**config.mk**
```make
export PLATFORM = sky130hd
export DESIGN_NAME = dtcu_top
export DESIGN_NICKNAME = d
export VERILOG_FILES = /design/src/rtl/dtcu_pkg.sv /design/src/rtl/dtcu_top.sv
export SDC_FILE = /design/constraint.sdc
export NUM_CORES = 1
export LEC_CHECK = 0
export BUFFER_PORTS_ARGS = -buffer_cell sky130_fd_sc_hd__clkbuf_2
export CORE_MARGIN = 2
export CORE_UTILIZATION = 53
export DETAILED_ROUTE_END_ITERATION = 8
export GPL_TIMING_DRIVEN = 0
export PLACE_DENSITY = 0.77
export SLEW_MARGIN = 10
export SYNTH_ARGS = -nofsm -noshare
export SYNTH_HDL_FRONTEND = slang
export SYNTH_SLANG_ARGS = --single-unit
```
**constraint.sdc**
```tcl
create_clock -name ref_clk_i -period 2.8 [get_ports ref_clk_i]
set_clock_uncertainty 0.05 [all_clocks]
set_input_delay 0.14 -clock ref_clk_i [delete_from_list [all_inputs] [get_ports ref_clk_i]]
set_output_delay 0.14 -clock ref_clk_i [all_outputs]
set_load 0.02 [all_outputs]
```
**src/rtl/dtcu_pkg.sv**
```systemverilog
package dtcu_pkg;
   localparam int DW = 32;
   localparam int CW = 16;
   // register byte offsets
   localparam logic [5:0] OFS_CNT1 = 6'h00;
   localparam logic [5:0] OFS_CRA = 6'h04;
   localparam logic [5:0] OFS_CRB = 6'h08;
   localparam logic [5:0] OFS_CNT2 = 6'h0C;
   localparam logic [5:0] OFS_CKC = 6'h14;
   localparam logic [5:0] OFS_MCTRL = 6'h18;
   localparam logic [5:0] OFS_ICTRL = 6'h1C;
   localparam logic [5:0] OFS_ICLR = 6'h20;
   // mode control fields
   localparam int MC_MODE_LSB = 0;
   localparam int MC_EN = 3;
   localparam int MC_AEN = 4;
   localparam int MC_BEN = 5;
   localparam int MC_AEDG = 6;
   localparam int MC_BEDG = 7;
   localparam int MC_AOUT = 8;
   localparam int MC_PTSE = 9;
   // clock control fields: [2:0] counter one, [6:4] counter two
   localparam int CK1_LSB = 0;
   localparam int CK2_LSB = 4;
   // interrupt control: [3:0] pending (read), [7:4] enables
   localparam int IC_IEN_LSB = 4;
   localparam logic [15:0] PRESET_VAL = 16'hFFFF;
   localparam logic [15:0] ZERO16 = 16'h0000;
   localparam logic [9:0] MCTRL_RST = 10'h000;
   localparam logic [7:0] CKC_RST = 8'h00;
   localparam logic [3:0] IEN_RST = 4'h0;
   localparam logic [3:0] PND_RST = 4'h0;
   localparam logic [31:0] RD_UNMAPPED = 32'h00000000;

   typedef enum logic [2:0] {
      DTCU_M1 = 3'b000,
      DTCU_M1A = 3'b001,
      DTCU_M2 = 3'b010,
      DTCU_M3 = 3'b011,
      DTCU_M4 = 3'b100
   } dtcu_mode_t;

   typedef enum logic [2:0] {
      DTCU_CK_NONE = 3'b000,
      DTCU_CK_SYS = 3'b001,
      DTCU_CK_EXT = 3'b010,
      DTCU_CK_PULSE = 3'b011
   } dtcu_clk_t;

   typedef enum logic [1:0] {
      DTCU_BUS_IDLE = 2'b00,
      DTCU_BUS_ACK = 2'b01
   } dtcu_bus_t;
endpackage

```
**src/rtl/dtcu_top.sv**
```systemverilog
// The address map and the Avalon-MM slave port were chosen for this implementation.
`timescale 1ns/1ps
module dtcu_top
   import dtcu_pkg::*;
(
   input wire logic ref_clk_i,
   input wire logic srst_i,
   input wire logic [5:0] avs_address_i,
   input wire logic avs_read_i,
   input wire logic avs_write_i,
   input wire logic [31:0] avs_writedata_i,
   input wire logic [3:0] avs_byteenable_i,
   output logic [31:0] avs_readdata_o,
   output logic avs_waitrequest_o,
   input wire logic timer_pin_a_i,
   input wire logic timer_pin_b_i,
   output logic timer_pin_a_o,
   output logic timer_pin_a_oe_o,
   output logic irq_line_a_o,
   output logic irq_line_b_o
);
   logic [15:0] down_counter_one_q;
   logic [15:0] down_counter_two_q;
   logic [15:0] capture_reload_a_q;
   logic [15:0] capture_reload_b_q;
   logic [9:0] mode_control_reg_q;
   logic [7:0] ckc_q;
   logic [3:0] irq_enable_q;
   logic [3:0] pending_q;
   logic pin_a_prev_q, pin_b_prev_q;
   logic armed_q;
   dtcu_bus_t bus_q;
   logic wr_acc, rd_acc;

   dtcu_mode_t mode;
   logic en, aen, ben, aedg, bedg, ptse;
   dtcu_clk_t ck1, ck2;
   assign mode = dtcu_mode_t'(mode_control_reg_q[MC_MODE_LSB +: 3]);
   assign en = mode_control_reg_q[MC_EN];
   assign aen = mode_control_reg_q[MC_AEN];
   assign ben = mode_control_reg_q[MC_BEN];
   assign aedg = mode_control_reg_q[MC_AEDG];
   assign bedg = mode_control_reg_q[MC_BEDG];
   assign ptse = mode_control_reg_q[MC_PTSE];
   assign ck1 = dtcu_clk_t'(ckc_q[CK1_LSB +: 3]);
   assign ck2 = dtcu_clk_t'(ckc_q[CK2_LSB +: 3]);

   // selected edge: 1 = rising, 0 = falling
   function automatic logic edge_hit(input logic cur, input logic prev,
                                     input logic rise);
      edge_hit = rise ? (cur & ~prev) : (~cur & prev);
   endfunction

   function automatic logic tick(input dtcu_clk_t ck, input logic ev,
                                 input logic lvl);
      case (ck)
         DTCU_CK_SYS: tick = 1'b1;
         DTCU_CK_EXT: tick = ev;
         DTCU_CK_PULSE: tick = lvl;
         default: tick = 1'b0;
      endcase
   endfunction

   logic a_edge, b_edge, b_rise, capture_mode, b_cap, a_cap;
   // pin inputs are taken as synchronous; a pulse of one clock suffices
   assign a_edge = edge_hit(timer_pin_a_i, pin_a_prev_q, aedg);
   assign b_edge = edge_hit(timer_pin_b_i, pin_b_prev_q, bedg);
   assign b_rise = timer_pin_b_i & ~pin_b_prev_q;
   assign capture_mode = (mode == DTCU_M2) || (mode == DTCU_M4);
   assign a_cap = en && (mode == DTCU_M2) && a_edge;
   assign b_cap = en && capture_mode && b_edge;

   // pin b as event source in DTCU_M1, DTCU_M3 and DTCU_M1A without ptse, and for counter one in DTCU_M4
   logic b_evt_ok;
   assign b_evt_ok = (mode == DTCU_M1) || (mode == DTCU_M3) ||
                     ((mode == DTCU_M1A) && !ptse);

   logic t1, t2, run1, run2, uf1, uf2;
   assign run1 = en && (!capture_mode || armed_q);
   assign t1 = run1 && tick(ck1, b_edge & (b_evt_ok | (mode == DTCU_M4)),
                            timer_pin_b_i)
               && !((mode == DTCU_M2) && (ck1 == DTCU_CK_EXT ||
                                          ck1 == DTCU_CK_PULSE));
   assign t2 = run1 && tick(ck2, b_edge & b_evt_ok, timer_pin_b_i)
               && !((mode == DTCU_M4) && (ck2 == DTCU_CK_EXT ||
                                          ck2 == DTCU_CK_PULSE));
   assign uf1 = t1 && (down_counter_one_q == ZERO16);
   assign uf2 = t2 && (down_counter_two_q == ZERO16);

   always_ff @(posedge ref_clk_i) begin
      pin_a_prev_q <= timer_pin_a_i;
      pin_b_prev_q <= timer_pin_b_i;
   end

   always_ff @(posedge ref_clk_i) begin
      if (srst_i || !en || !capture_mode) begin
         armed_q <= 1'b0;
      end else if (b_edge || (mode == DTCU_M2 && a_edge)) begin
         armed_q <= 1'b1;
      end
   end

   // bus: one wait cycle, answer on the second edge
   always_ff @(posedge ref_clk_i) begin
      if (srst_i) begin
         bus_q <= DTCU_BUS_IDLE;
      end else begin
         case (bus_q)
            DTCU_BUS_IDLE: if (avs_read_i || avs_write_i) bus_q <= DTCU_BUS_ACK;
            DTCU_BUS_ACK: bus_q <= DTCU_BUS_IDLE;
            default: bus_q <= DTCU_BUS_IDLE;
         endcase
      end
   end
   assign wr_acc = avs_write_i && (bus_q == DTCU_BUS_ACK);
   assign rd_acc = avs_read_i && (bus_q == DTCU_BUS_IDLE);

   always_ff @(posedge ref_clk_i) begin
      if (srst_i) begin
         avs_waitrequest_o <= 1'b1;
      end else begin
         avs_waitrequest_o <= !((bus_q == DTCU_BUS_IDLE) &&
                                (avs_read_i || avs_write_i));
      end
   end

   logic wr_lo;
   assign wr_lo = wr_acc && (avs_byteenable_i[1:0] == 2'b11);

   // counter one: no reset, stores garbage at power-up
   always_ff @(posedge ref_clk_i) begin
      if (wr_lo && avs_address_i == OFS_CNT1) begin
         down_counter_one_q <= avs_writedata_i[15:0];
      end else if (a_cap && aen) begin
         down_counter_one_q <= PRESET_VAL;
      end else if (uf1 && mode != DTCU_M2) begin
         down_counter_one_q <= capture_reload_a_q;
      end else if (t1) begin
         down_counter_one_q <= down_counter_one_q - 16'h0001;
      end
   end

   always_ff @(posedge ref_clk_i) begin
      if (wr_lo && avs_address_i == OFS_CNT2) begin
         down_counter_two_q <= avs_writedata_i[15:0];
      end else if (b_cap && ben && mode == DTCU_M4) begin
         down_counter_two_q <= PRESET_VAL;
      end else if (uf2 && mode == DTCU_M3) begin
         down_counter_two_q <= capture_reload_b_q;
      end else if (t2) begin
         down_counter_two_q <= down_counter_two_q - 16'h0001;
      end
   end

   always_ff @(posedge ref_clk_i) begin
      if (a_cap) begin
         capture_reload_a_q <= down_counter_one_q;
      end else if (en && wr_lo && avs_address_i == OFS_CRA) begin
         capture_reload_a_q <= avs_writedata_i[15:0];
      end
   end

   always_ff @(posedge ref_clk_i) begin
      if (b_cap) begin
         capture_reload_b_q <= (mode == DTCU_M4) ? down_counter_two_q
                                                : down_counter_one_q;
      end else if (en && wr_lo && avs_address_i == OFS_CRB) begin
         capture_reload_b_q <= avs_writedata_i[15:0];
      end
   end

   always_ff @(posedge ref_clk_i) begin
      if (srst_i) begin
         ckc_q <= CKC_RST;
         irq_enable_q <= IEN_RST;
      end else if (wr_acc && avs_byteenable_i[0]) begin
         if (avs_address_i == OFS_CKC) ckc_q <= avs_writedata_i[7:0];
         if (avs_address_i == OFS_ICTRL) begin
            irq_enable_q <= avs_writedata_i[IC_IEN_LSB +: 4];
         end
      end
   end

   // pin a level lives in the mode register so software sets it pre-start
   always_ff @(posedge ref_clk_i) begin
      if (srst_i) begin
         mode_control_reg_q <= MCTRL_RST;
      end else if (wr_acc && avs_address_i == OFS_MCTRL &&
                   avs_byteenable_i[1:0] == 2'b11) begin
         mode_control_reg_q <= avs_writedata_i[9:0];
      end else if (uf1 && aen && mode != DTCU_M2) begin
         mode_control_reg_q[MC_AOUT] <= !mode_control_reg_q[MC_AOUT];
      end
   end

   // event sets win over clears in the same cycle
   logic [3:0] set_ev, clr;
   always_comb begin
      set_ev = 4'h0;
      set_ev[0] = (mode == DTCU_M2) ? a_cap : uf1;
      set_ev[1] = capture_mode ? b_cap : 1'b0;
      set_ev[2] = (mode == DTCU_M2) && uf1;
      set_ev[3] = uf2;
      clr = (wr_acc && avs_address_i == OFS_ICLR && avs_byteenable_i[0])
            ? avs_writedata_i[3:0] : 4'h0;
   end

   always_ff @(posedge ref_clk_i) begin
      if (srst_i) begin
         pending_q <= PND_RST;
      end else begin
         pending_q <= (pending_q & ~clr) | set_ev;
      end
   end

   always_ff @(posedge ref_clk_i) begin
      if (srst_i) begin
         irq_line_a_o <= 1'b0;
         irq_line_b_o <= 1'b0;
         timer_pin_a_o <= 1'b0;
         timer_pin_a_oe_o <= 1'b0;
      end else begin
         irq_line_a_o <= |(pending_q[2:0] & irq_enable_q[2:0]);
         irq_line_b_o <= pending_q[3] & irq_enable_q[3];
         timer_pin_a_o <= mode_control_reg_q[MC_AOUT];
         timer_pin_a_oe_o <= (mode != DTCU_M2) &&
                             !((mode == DTCU_M1 || mode == DTCU_M1A) && !aen);
      end
   end

   logic [31:0] rd_d;
   always_comb begin
      case (avs_address_i)
         OFS_CNT1: rd_d = {16'h0000, down_counter_one_q};
         OFS_CRA: rd_d = {16'h0000, capture_reload_a_q};
         OFS_CRB: rd_d = {16'h0000, capture_reload_b_q};
         OFS_CNT2: rd_d = {16'h0000, down_counter_two_q};
         OFS_CKC: rd_d = {24'h000000, ckc_q};
         OFS_MCTRL: rd_d = {22'h000000, mode_control_reg_q};
         OFS_ICTRL: rd_d = {24'h000000, irq_enable_q, pending_q};
         default: rd_d = RD_UNMAPPED;
      endcase
   end

   always_ff @(posedge ref_clk_i) begin
      if (srst_i) begin
         avs_readdata_o <= RD_UNMAPPED;
      end else if (rd_acc) begin
         avs_readdata_o <= rd_d;
      end
   end

   property p_uf1_flag;
      @(posedge ref_clk_i) disable iff (srst_i)
      (uf1 && mode == DTCU_M4) |=> pending_q[0];
   endproperty
   a_uf1_flag: assert property (p_uf1_flag)
      else $error("flag a not set on underflow");

   property p_reload;
      @(posedge ref_clk_i) disable iff (srst_i)
      (uf1 && mode == DTCU_M4 && !(wr_lo && avs_address_i == OFS_CNT1))
      |=> down_counter_one_q == $past(capture_reload_a_q);
   endproperty
   a_reload: assert property (p_reload)
      else $error("counter one not reloaded");

   property p_irqb;
      @(posedge ref_clk_i) disable iff (srst_i)
      (pending_q[3] && irq_enable_q[3]) |=> irq_line_b_o;
   endproperty
   a_irqb: assert property (p_irqb)
      else $error("line b not raised");

   property p_irqa;
      @(posedge ref_clk_i) disable iff (srst_i)
      (|(pending_q[2:0] & irq_enable_q[2:0])) |=> irq_line_a_o;
   endproperty
   a_irqa: assert property (p_irqa)
      else $error("line a not raised");

   property p_flagb;
      @(posedge ref_clk_i) disable iff (srst_i)
      b_cap |=> pending_q[1];
   endproperty
   a_flagb: assert property (p_flagb)
      else $error("flag b not set on capture");

   property p_capb;
      @(posedge ref_clk_i) disable iff (srst_i)
      (b_cap && mode == DTCU_M4)
      |=> capture_reload_b_q == $past(down_counter_two_q);
   endproperty
   a_capb: assert property (p_capb)
      else $error("counter two not captured");

   property p_preset;
      @(posedge ref_clk_i) disable iff (srst_i)
      (b_cap && ben && mode == DTCU_M4 &&
       !(wr_lo && avs_address_i == OFS_CNT2))
      |=> down_counter_two_q == PRESET_VAL;
   endproperty
   a_preset: assert property (p_preset)
      else $error("counter two not preset");

   property p_toggle;
      @(posedge ref_clk_i) disable iff (srst_i)
      (uf1 && aen && mode == DTCU_M4 &&
       !(wr_acc && avs_address_i == OFS_MCTRL))
      |=> mode_control_reg_q[MC_AOUT] != $past(mode_control_reg_q[MC_AOUT]);
   endproperty
   a_toggle: assert property (p_toggle)
      else $error("pin a level not inverted");

   property p_stop2;
      @(posedge ref_clk_i) disable iff (srst_i)
      (mode == DTCU_M4 && (ck2 == DTCU_CK_EXT || ck2 == DTCU_CK_PULSE) &&
       !b_cap && !(wr_lo && avs_address_i == OFS_CNT2))
      |=> $stable(down_counter_two_q);
   endproperty
   a_stop2: assert property (p_stop2)
      else $error("counter two moved while stopped");

   property p_crgate;
      @(posedge ref_clk_i) disable iff (srst_i)
      (!en && !a_cap && wr_lo && avs_address_i == OFS_CRA)
      |=> $stable(capture_reload_a_q);
   endproperty
   a_crgate: assert property (p_crgate)
      else $error("reload a written while disabled");
endmodule

```
==> results of run 1 <==
[per-stage QoR]
step	cells	worst slack (ns)	TNS, ns
3_3_place_gp	939	-0.8276	-22.60
5_1_grt	978	-0.01153	-0.1280
6_report	978	0.06920	0
3_5_place_dp	940	-0.2200	-3.783
2_1_floorplan	717	0.2190	0
4_1_cts	976	0.06353	0
[placed cells by master (no fill, tap or decap), drive strengths merged, types with 14 or more instances in the layout]
cell type	n
a21oi	37
xnor2	16
buf	42
a22oi	18
clkbuf	107
nor4	25
mux2	15
nand2	60
mux2i	23
inv	16
edfxtp	64
dfxtp	51
o21ai	29
nand3	14
conb	16
nor3	17
nor2	69
a211oi	18
a31oi	15
[report_power, final]
part           internal, mW  total [mW]  switching (mW)
clock network          1.24        1.98           0.737
logic                0.0630       0.187           0.124
registers              1.78        1.78         0.00236
[sequential cells by signal, summed over array words and instances (netlist names)]
signal              flops
avs_readdata_o         16
armed_q                 1
ckc_q                   8
pending_q               4
capture_reload_a_q     16
irq_line_a_o            1
timer_pin_a_oe_o        1
mode_control_reg_q     10
avs_waitrequest_o       1
bus_q                   1
pin_a_prev_q            1
timer_pin_a_o           1
irq_enable_q            4
down_counter_two_q     16
irq_line_b_o            1
down_counter_one_q     16
pin_b_prev_q            1
capture_reload_b_q     16
[critical path, cell delays in order, from the launching register on]
cell and delay (ns):
edfxtp_1 0.58, nor4_4 0.46, nand4_4 0.26, or4_4 0.59
nor2_1 0.36, a221oi_1 0.14
[layer usage]
metal,share of wire,wire [um],GRT usage,vias up
li1,-,-,-,2802
met1,0.41,9328,0.4987,3047
met2,0.43,9921,0.5112,490
met3,0.13,3017,0.08044,56
met4,0.029,668,0.1169,0
met5,0,0,0,-
[kinds of logic (layout without fill, tap and decap cells)]
family | count (synthesis) | after routing
adder cells (fa/ha/maj) | 2 | 2
AO/OA/AOI/OAI | 185 | 185
flip-flops | 115 | 115
AND/OR/NAND/NOR | 250 | 250
multiplexers | 38 | 38
other | 1 | 16
buffers and inverters | 85 | 174
XOR/XNOR | 26 | 26
[what timing repair did]
item / in CTS / in global routing
resized for setup: 5 / 6
hold buffers: 4 / 0
hold endpoints to repair: 4 / 0
pin swaps: 0 / 1
endpoints found under the setup margin: 43 / 63
setup buffers: 0 / 2
[worst max-delay path by stage]
stage | to | slack [ns] | cells past startpoint
floorplan | down_counter_two_q[0]$_DFFE_PP_ | 0.22 | 6
global placement | capture_reload_a_q[11]$_DFFE_PP_ | -0.83 | 7
detailed placement | down_counter_two_q[12]$_DFFE_PP_ | -0.22 | 8
CTS | down_counter_one_q[14]$_DFFE_PP_ | 0.06 | 6
global route | down_counter_one_q[1]$_DFFE_PP_ | -0.01 | 9
finish | down_counter_one_q[14]$_DFFE_PP_ | 0.07 | 5
[layout make-up]
class	instances	area, um2	area share
buffer	69	371.6	0.04699
clock buffer	27	514.2	0.06503
sequential	115	2943	0.3722
clock inverter	5	25.02	0.003165
inverter	16	60.06	0.007595
timing repair buffer	57	320.3	0.04051
tap	172	215.2	0.02722
multi-input combinational	517	3458	0.4373
==> impl_metrics.csv, run 1 <==
group,metric,value,unit
yosys,syn_area,6713,um2
yosys,yosys_warnings,0,
route,via_per_inst,6.539,
hold_path,min_to,"mode_control_reg_q[1]$_SDFFE_PP0P_",
layout,fin_nets,843,
timing,hold_ws,0.04610,ns
worst_setup_path,rr_worst_depth,5,
worst_setup_path,r2r_start,"down_counter_one_q[7]$_DFFE_PP_",
timing,hold_violations,0,
timing,finalCritPeriodShare,0.9753,
global_routing,grt_pass1_vias,5714,
timing,finalSetupViolCount,0,
cts,clockBufferDepth,2,
power,power_density,499.2,nW/um2
cts,clk_pin_slew,0.05,ns
global_routing,grt_overflow,0,
power,p_leak,2.850,nW
yosys,yosys-top-cells-count,"69 x nor2_1, 64 x edfxtp_1, 60 x nand2_1",
yosys,muxShareOfSynthArea,0.05946,
layout,final_util,0.6317,
yosys,synth.distinct_cells,73,
power,finalPower,3.948,mW
timing,max_freq,366.2,MHz
route,routedWlPerCell,23.45,um
timing,worst_pin_slew,1.299,ns
placement,place_congestion,0.9891,
yosys,synth_most_common_cell,"nor2_1",
yosys,synthArstFlopShare,0,
yosys,synth_seq_cells,115,
worst_setup_path,critical_path_required,2.89,ns
worst_setup_path,worstReg2RegEnd,"down_counter_one_q[14]$_DFFE_PP_",
timing,maxSlewViolCount,0,
route,vias,6395,
yosys,syn_inst,702,
outcome,outcome,"complete, no violations",
hold_path,min_path_cells,3,
layout,drive_gt1_frac,0.2047,
die,die_w,116.5,um
worst_setup_path,worstPathMaxFanout,6,
placement,dpl_cell_area,7256,um2
cts,cts_sinks,115,
global_routing,grt_max_degree,17,
layout,nFillCells,1093,
die,die-area,13580,um2
yosys,synth_simple_gate_area_frac,0.2095,
hold_path,hold_path.startpoint,"avs_writedata_i[1]",
die,rows,41,
yosys,yosysTopAreaCell,"edfxtp_1",
global_routing,gr-usage-all-layers,0.3451,
yosys,synth_top_family_by_area,"simple AND/OR/NAND/NOR gates",
die,die_h,116.5,um
yosys,synth-main-ff-cell,"edfxtp_1",
cts,htree_levels,4,
placement,dp_hpwl,16690,um
timing,max_slew_margin,0.1259,
yosys,synthAdderAreaFrac,0.003728,
cts,root_buffer,"clkbuf_16",
cts,cts_made_buffers,17,
worst_setup_path,reg2reg_slack,0.07,ns
cts,cts_tree,"done",
hold_path,hold_class,"in -> reg",
route,wirelength,22940,um
cts,clock_latency,0.42,ns
worst_setup_path,crit_path_end_kind,"flip-flop",
yosys,syn_area_per_cell,9.562,um2
die,core,12520,um2
worst_setup_path,startpoint_type,"flip-flop",
placement,portBuffers,50,
layout,design_area,7908,um2
die,ioPinCount,85,
yosys,synth-xor-area-share,0.03392,
yosys,yosysTopAreaCellShare,0.2863,
layout,diodes,0,
global_routing,grt_pass1_wl,34170,um
route,drc,0,
worst_setup_path,cp.arrival,2.82,ns
yosys,synth-compound-area-share,0.1901,
layout,synthToLayoutAreaGrowth,17.80,%
yosys,ys_seq_area_frac,0.4384,
yosys,synth-edff-count,64,
yosys,yosys-top-cells-area,"edfxtp_1 29%, dfxtp_1 15%, nor2_1 3.9%",
timing,min_period,2.731,ns
worst_setup_path,startpoint,"down_counter_one_q[7]$_DFFE_PP_",
worst_setup_path,critPathKind,"reg -> reg",
route,first_iter_violations,903,
power,ir_drop,290.9,uV
run,cap_violations,0,
global_routing,antenna_found_initial,0,
route,dr.pass1.iters,9,
route,ant_nets,0,
die,start_util,0.5363,
Note: power is estimated with default switching activity, not from simulation.
==> inputs of run 2 (changes only) <==
--- a/config.mk
+++ b/config.mk
@@ -11,6 +11,7 @@
 export DETAILED_ROUTE_END_ITERATION = 8
 export GPL_TIMING_DRIVEN = 0
 export PLACE_DENSITY = 0.77
+export RECOVER_POWER = 25
 export SLEW_MARGIN = 10
 export SYNTH_ARGS = -nofsm -noshare
 export SYNTH_HDL_FRONTEND = slang
==> run 2 against run 1 <==
Against the previous run: count of clock-buffer cells in the layout did not move; power barely moved; critical path depth did not move; sequential cell count did not move; clock power barely moved; wire length rose by 0.29%.
==> impl_metrics.csv, run 2 (synthesized netlist as in run 1, its figures left out) <==
group,metric,value,unit
worst_setup_path,crit_family,"simple AND/OR/NAND/NOR gates",
placement,pre_cts_slack,-0.2200,ns
route,first_iter_violations,913,
layout,diodes,0,
worst_setup_path,startpoint_type,"flip-flop",
global_routing,grtUsageMet1,0.4987,
cts,cts_made_buffers,17,
die,die-area,13580,um2
layout,instances_no_fill,978,
run,cap_violations,0,
global_routing,grt_use_met3,0.08044,
global_routing,grt_util_met2,0.5112,
die,die_w,116.5,um
route,ant_nets,0,
die,start_util,0.5363,
placement,dp_hpwl,16690,um
power,p_leak,2.762,nW
global_routing,antenna_found_initial,0,
timing,fin_ws,0.06583,ns
placement,place_congestion,0.9891,
timing,min_period,2.734,ns
route,via_per_inst,6.553,
cts,cts_tree,"done",
cts,cts_sinks,115,
cts,root_buffer,"clkbuf_16",
cts,clk_pin_slew,0.05,ns
route,wirelength,23000,um
timing,max_freq,365.7,MHz
worst_setup_path,cp.arrival,2.83,ns
worst_setup_path,cp.buffers_inverters,0,
layout,synthToLayoutAreaGrowth,17.24,%
timing,hold_violations,0,
route,dr.pass1.iters,7,
hold_path,hold_class,"in -> reg",
die,core,12520,um2
layout,mostFrequentLayoutCells,"68 x nor2_1, 64 x edfxtp_1, 63 x clkbuf_1",
worst_setup_path,crit_path_end_kind,"flip-flop",
worst_setup_path,critPathMaxStageDelay,0.59,ns
layout,fin_nets,843,
power,ir_drop,290.0,uV
worst_setup_path,cpMaxStageDelayCell,"or4_4",
global_routing,busiest_layer,"met2",
global_routing,grt_pass1_wl,34170,um
route,routedWlPerCell,23.52,um
layout,drive_gt1_frac,0.1725,
die,rows,41,
worst_setup_path,worstPathMaxFanout,6,
timing,maxSlewViolCount,0,
route,vias,6409,
timing,max_slew_margin,0.1532,
timing,worst_pin_slew,1.259,ns
worst_setup_path,critPathKind,"reg -> reg",
die,die_h,116.5,um
cts,htree_levels,4,
timing,finalCritPeriodShare,0.9765,
cts,clockBufferDepth,2,
timing,finalSetupViolCount,0,
global_routing,grt_pass1_vias,5714,
worst_setup_path,crit_chain,"nor4_4, nand4_4, or4_4, nor2_1, a221oi_1",
die,ioPinCount,85,
placement,portBuffers,50,
global_routing,grt_overflow,0,
worst_setup_path,critical_path_required,2.89,ns
layout,mostFrequentLayoutCell,"nor2_1",
route,drc,0,
placement,placed_cells,940,
global_routing,grt_max_degree,17,
cts,clock_latency,0.42,ns
global_routing,gr-usage-all-layers,0.3451,
power,power_density,501.7,nW/um2
outcome,outcome,"complete, no violations",
## run 2: cell types whose count changed in the layout (fill, tap and decap cells not counted), sizes merged
cell / before / now
buf: 42 / 39
clkbuf: 107 / 110
## run 2: where the power goes
group,leakage (nW),total (mW),switching (mW),internal [mW]
combinational,1.54,0.186,0.124,0.0618
clock,0.270,1.98,0.738,1.24
sequential,0.953,1.78,0.00241,1.78
total,2.76,3.95,0.864,3.08
## run 2: metal layers
metal | wire length, um | vias up
met5 | 0 | -
met4 | 721 | 0
met3 | 3126 | 67
met2 | 9888 | 496
met1 | 9267 | 3049
li1 | - | 2797
## run 2: worst register-to-register path: stages, from the launching register on
cell and delay (ns):
edfxtp_1 0.58, nor4_4 0.47, nand4_4 0.26, or4_4 0.59, nor2_1 0.36, a221oi_1 0.14
## run 2: area by class of cell
class,instances,area [um2]
fill,1108,4647
multi-input combinational,517,3452
sequential,115,2943
clock buffer,27,514.2
buffer,69,370.4
timing repair buffer,57,290.3
tap,172,215.2
inverter,16,60.06
clock inverter,5,25.02
## run 2: worst paths after layout
check | start | endpoint | slack [ns] | depth (start not counted)
min | avs_writedata_i[1] | ckc_q[1]$_SDFFE_PP0P_ | 0.05 | 3
max reg2reg | down_counter_one_q[7]$_DFFE_PP_ | down_counter_one_q[14]$_DFFE_PP_ | 0.07 | 5
max | down_counter_one_q[7]$_DFFE_PP_ | down_counter_one_q[14]$_DFFE_PP_ | 0.07 | 5
min reg2reg | avs_readdata_o[9]$_SDFFE_PP0P_ | avs_readdata_o[9]$_SDFFE_PP0P_ | 0.40 | 1
## run 2: timing repair
item / 4_1_cts / 5_1_grt
endpoints found under the hold margin: 4 / 0
hold buffers: 4 / 0
resized for setup: 5 / 6
pin swaps: 0 / 1
setup buffers: 0 / 2
gates cloned: 0 / 0
setup endpoints to repair: 43 / 63
## run 2: per-stage QoR
step	setup TNS [ns]	area [um2]	power [mW]	util	hold slack [ns]
2_1_floorplan	0	6769	1.908	-	0.1177
3_3_place_gp	-22.60	7234	1.984	0.5780	0.2309
3_5_place_dp	-3.783	7256	1.988	0.5797	0.2262
6_report	0	7870	3.948	0.6287	0.04515
4_1_cts	0	7859	3.951	0.6278	0.01872
5_1_grt	-0.1280	7870	4.033	0.6287	0.02664
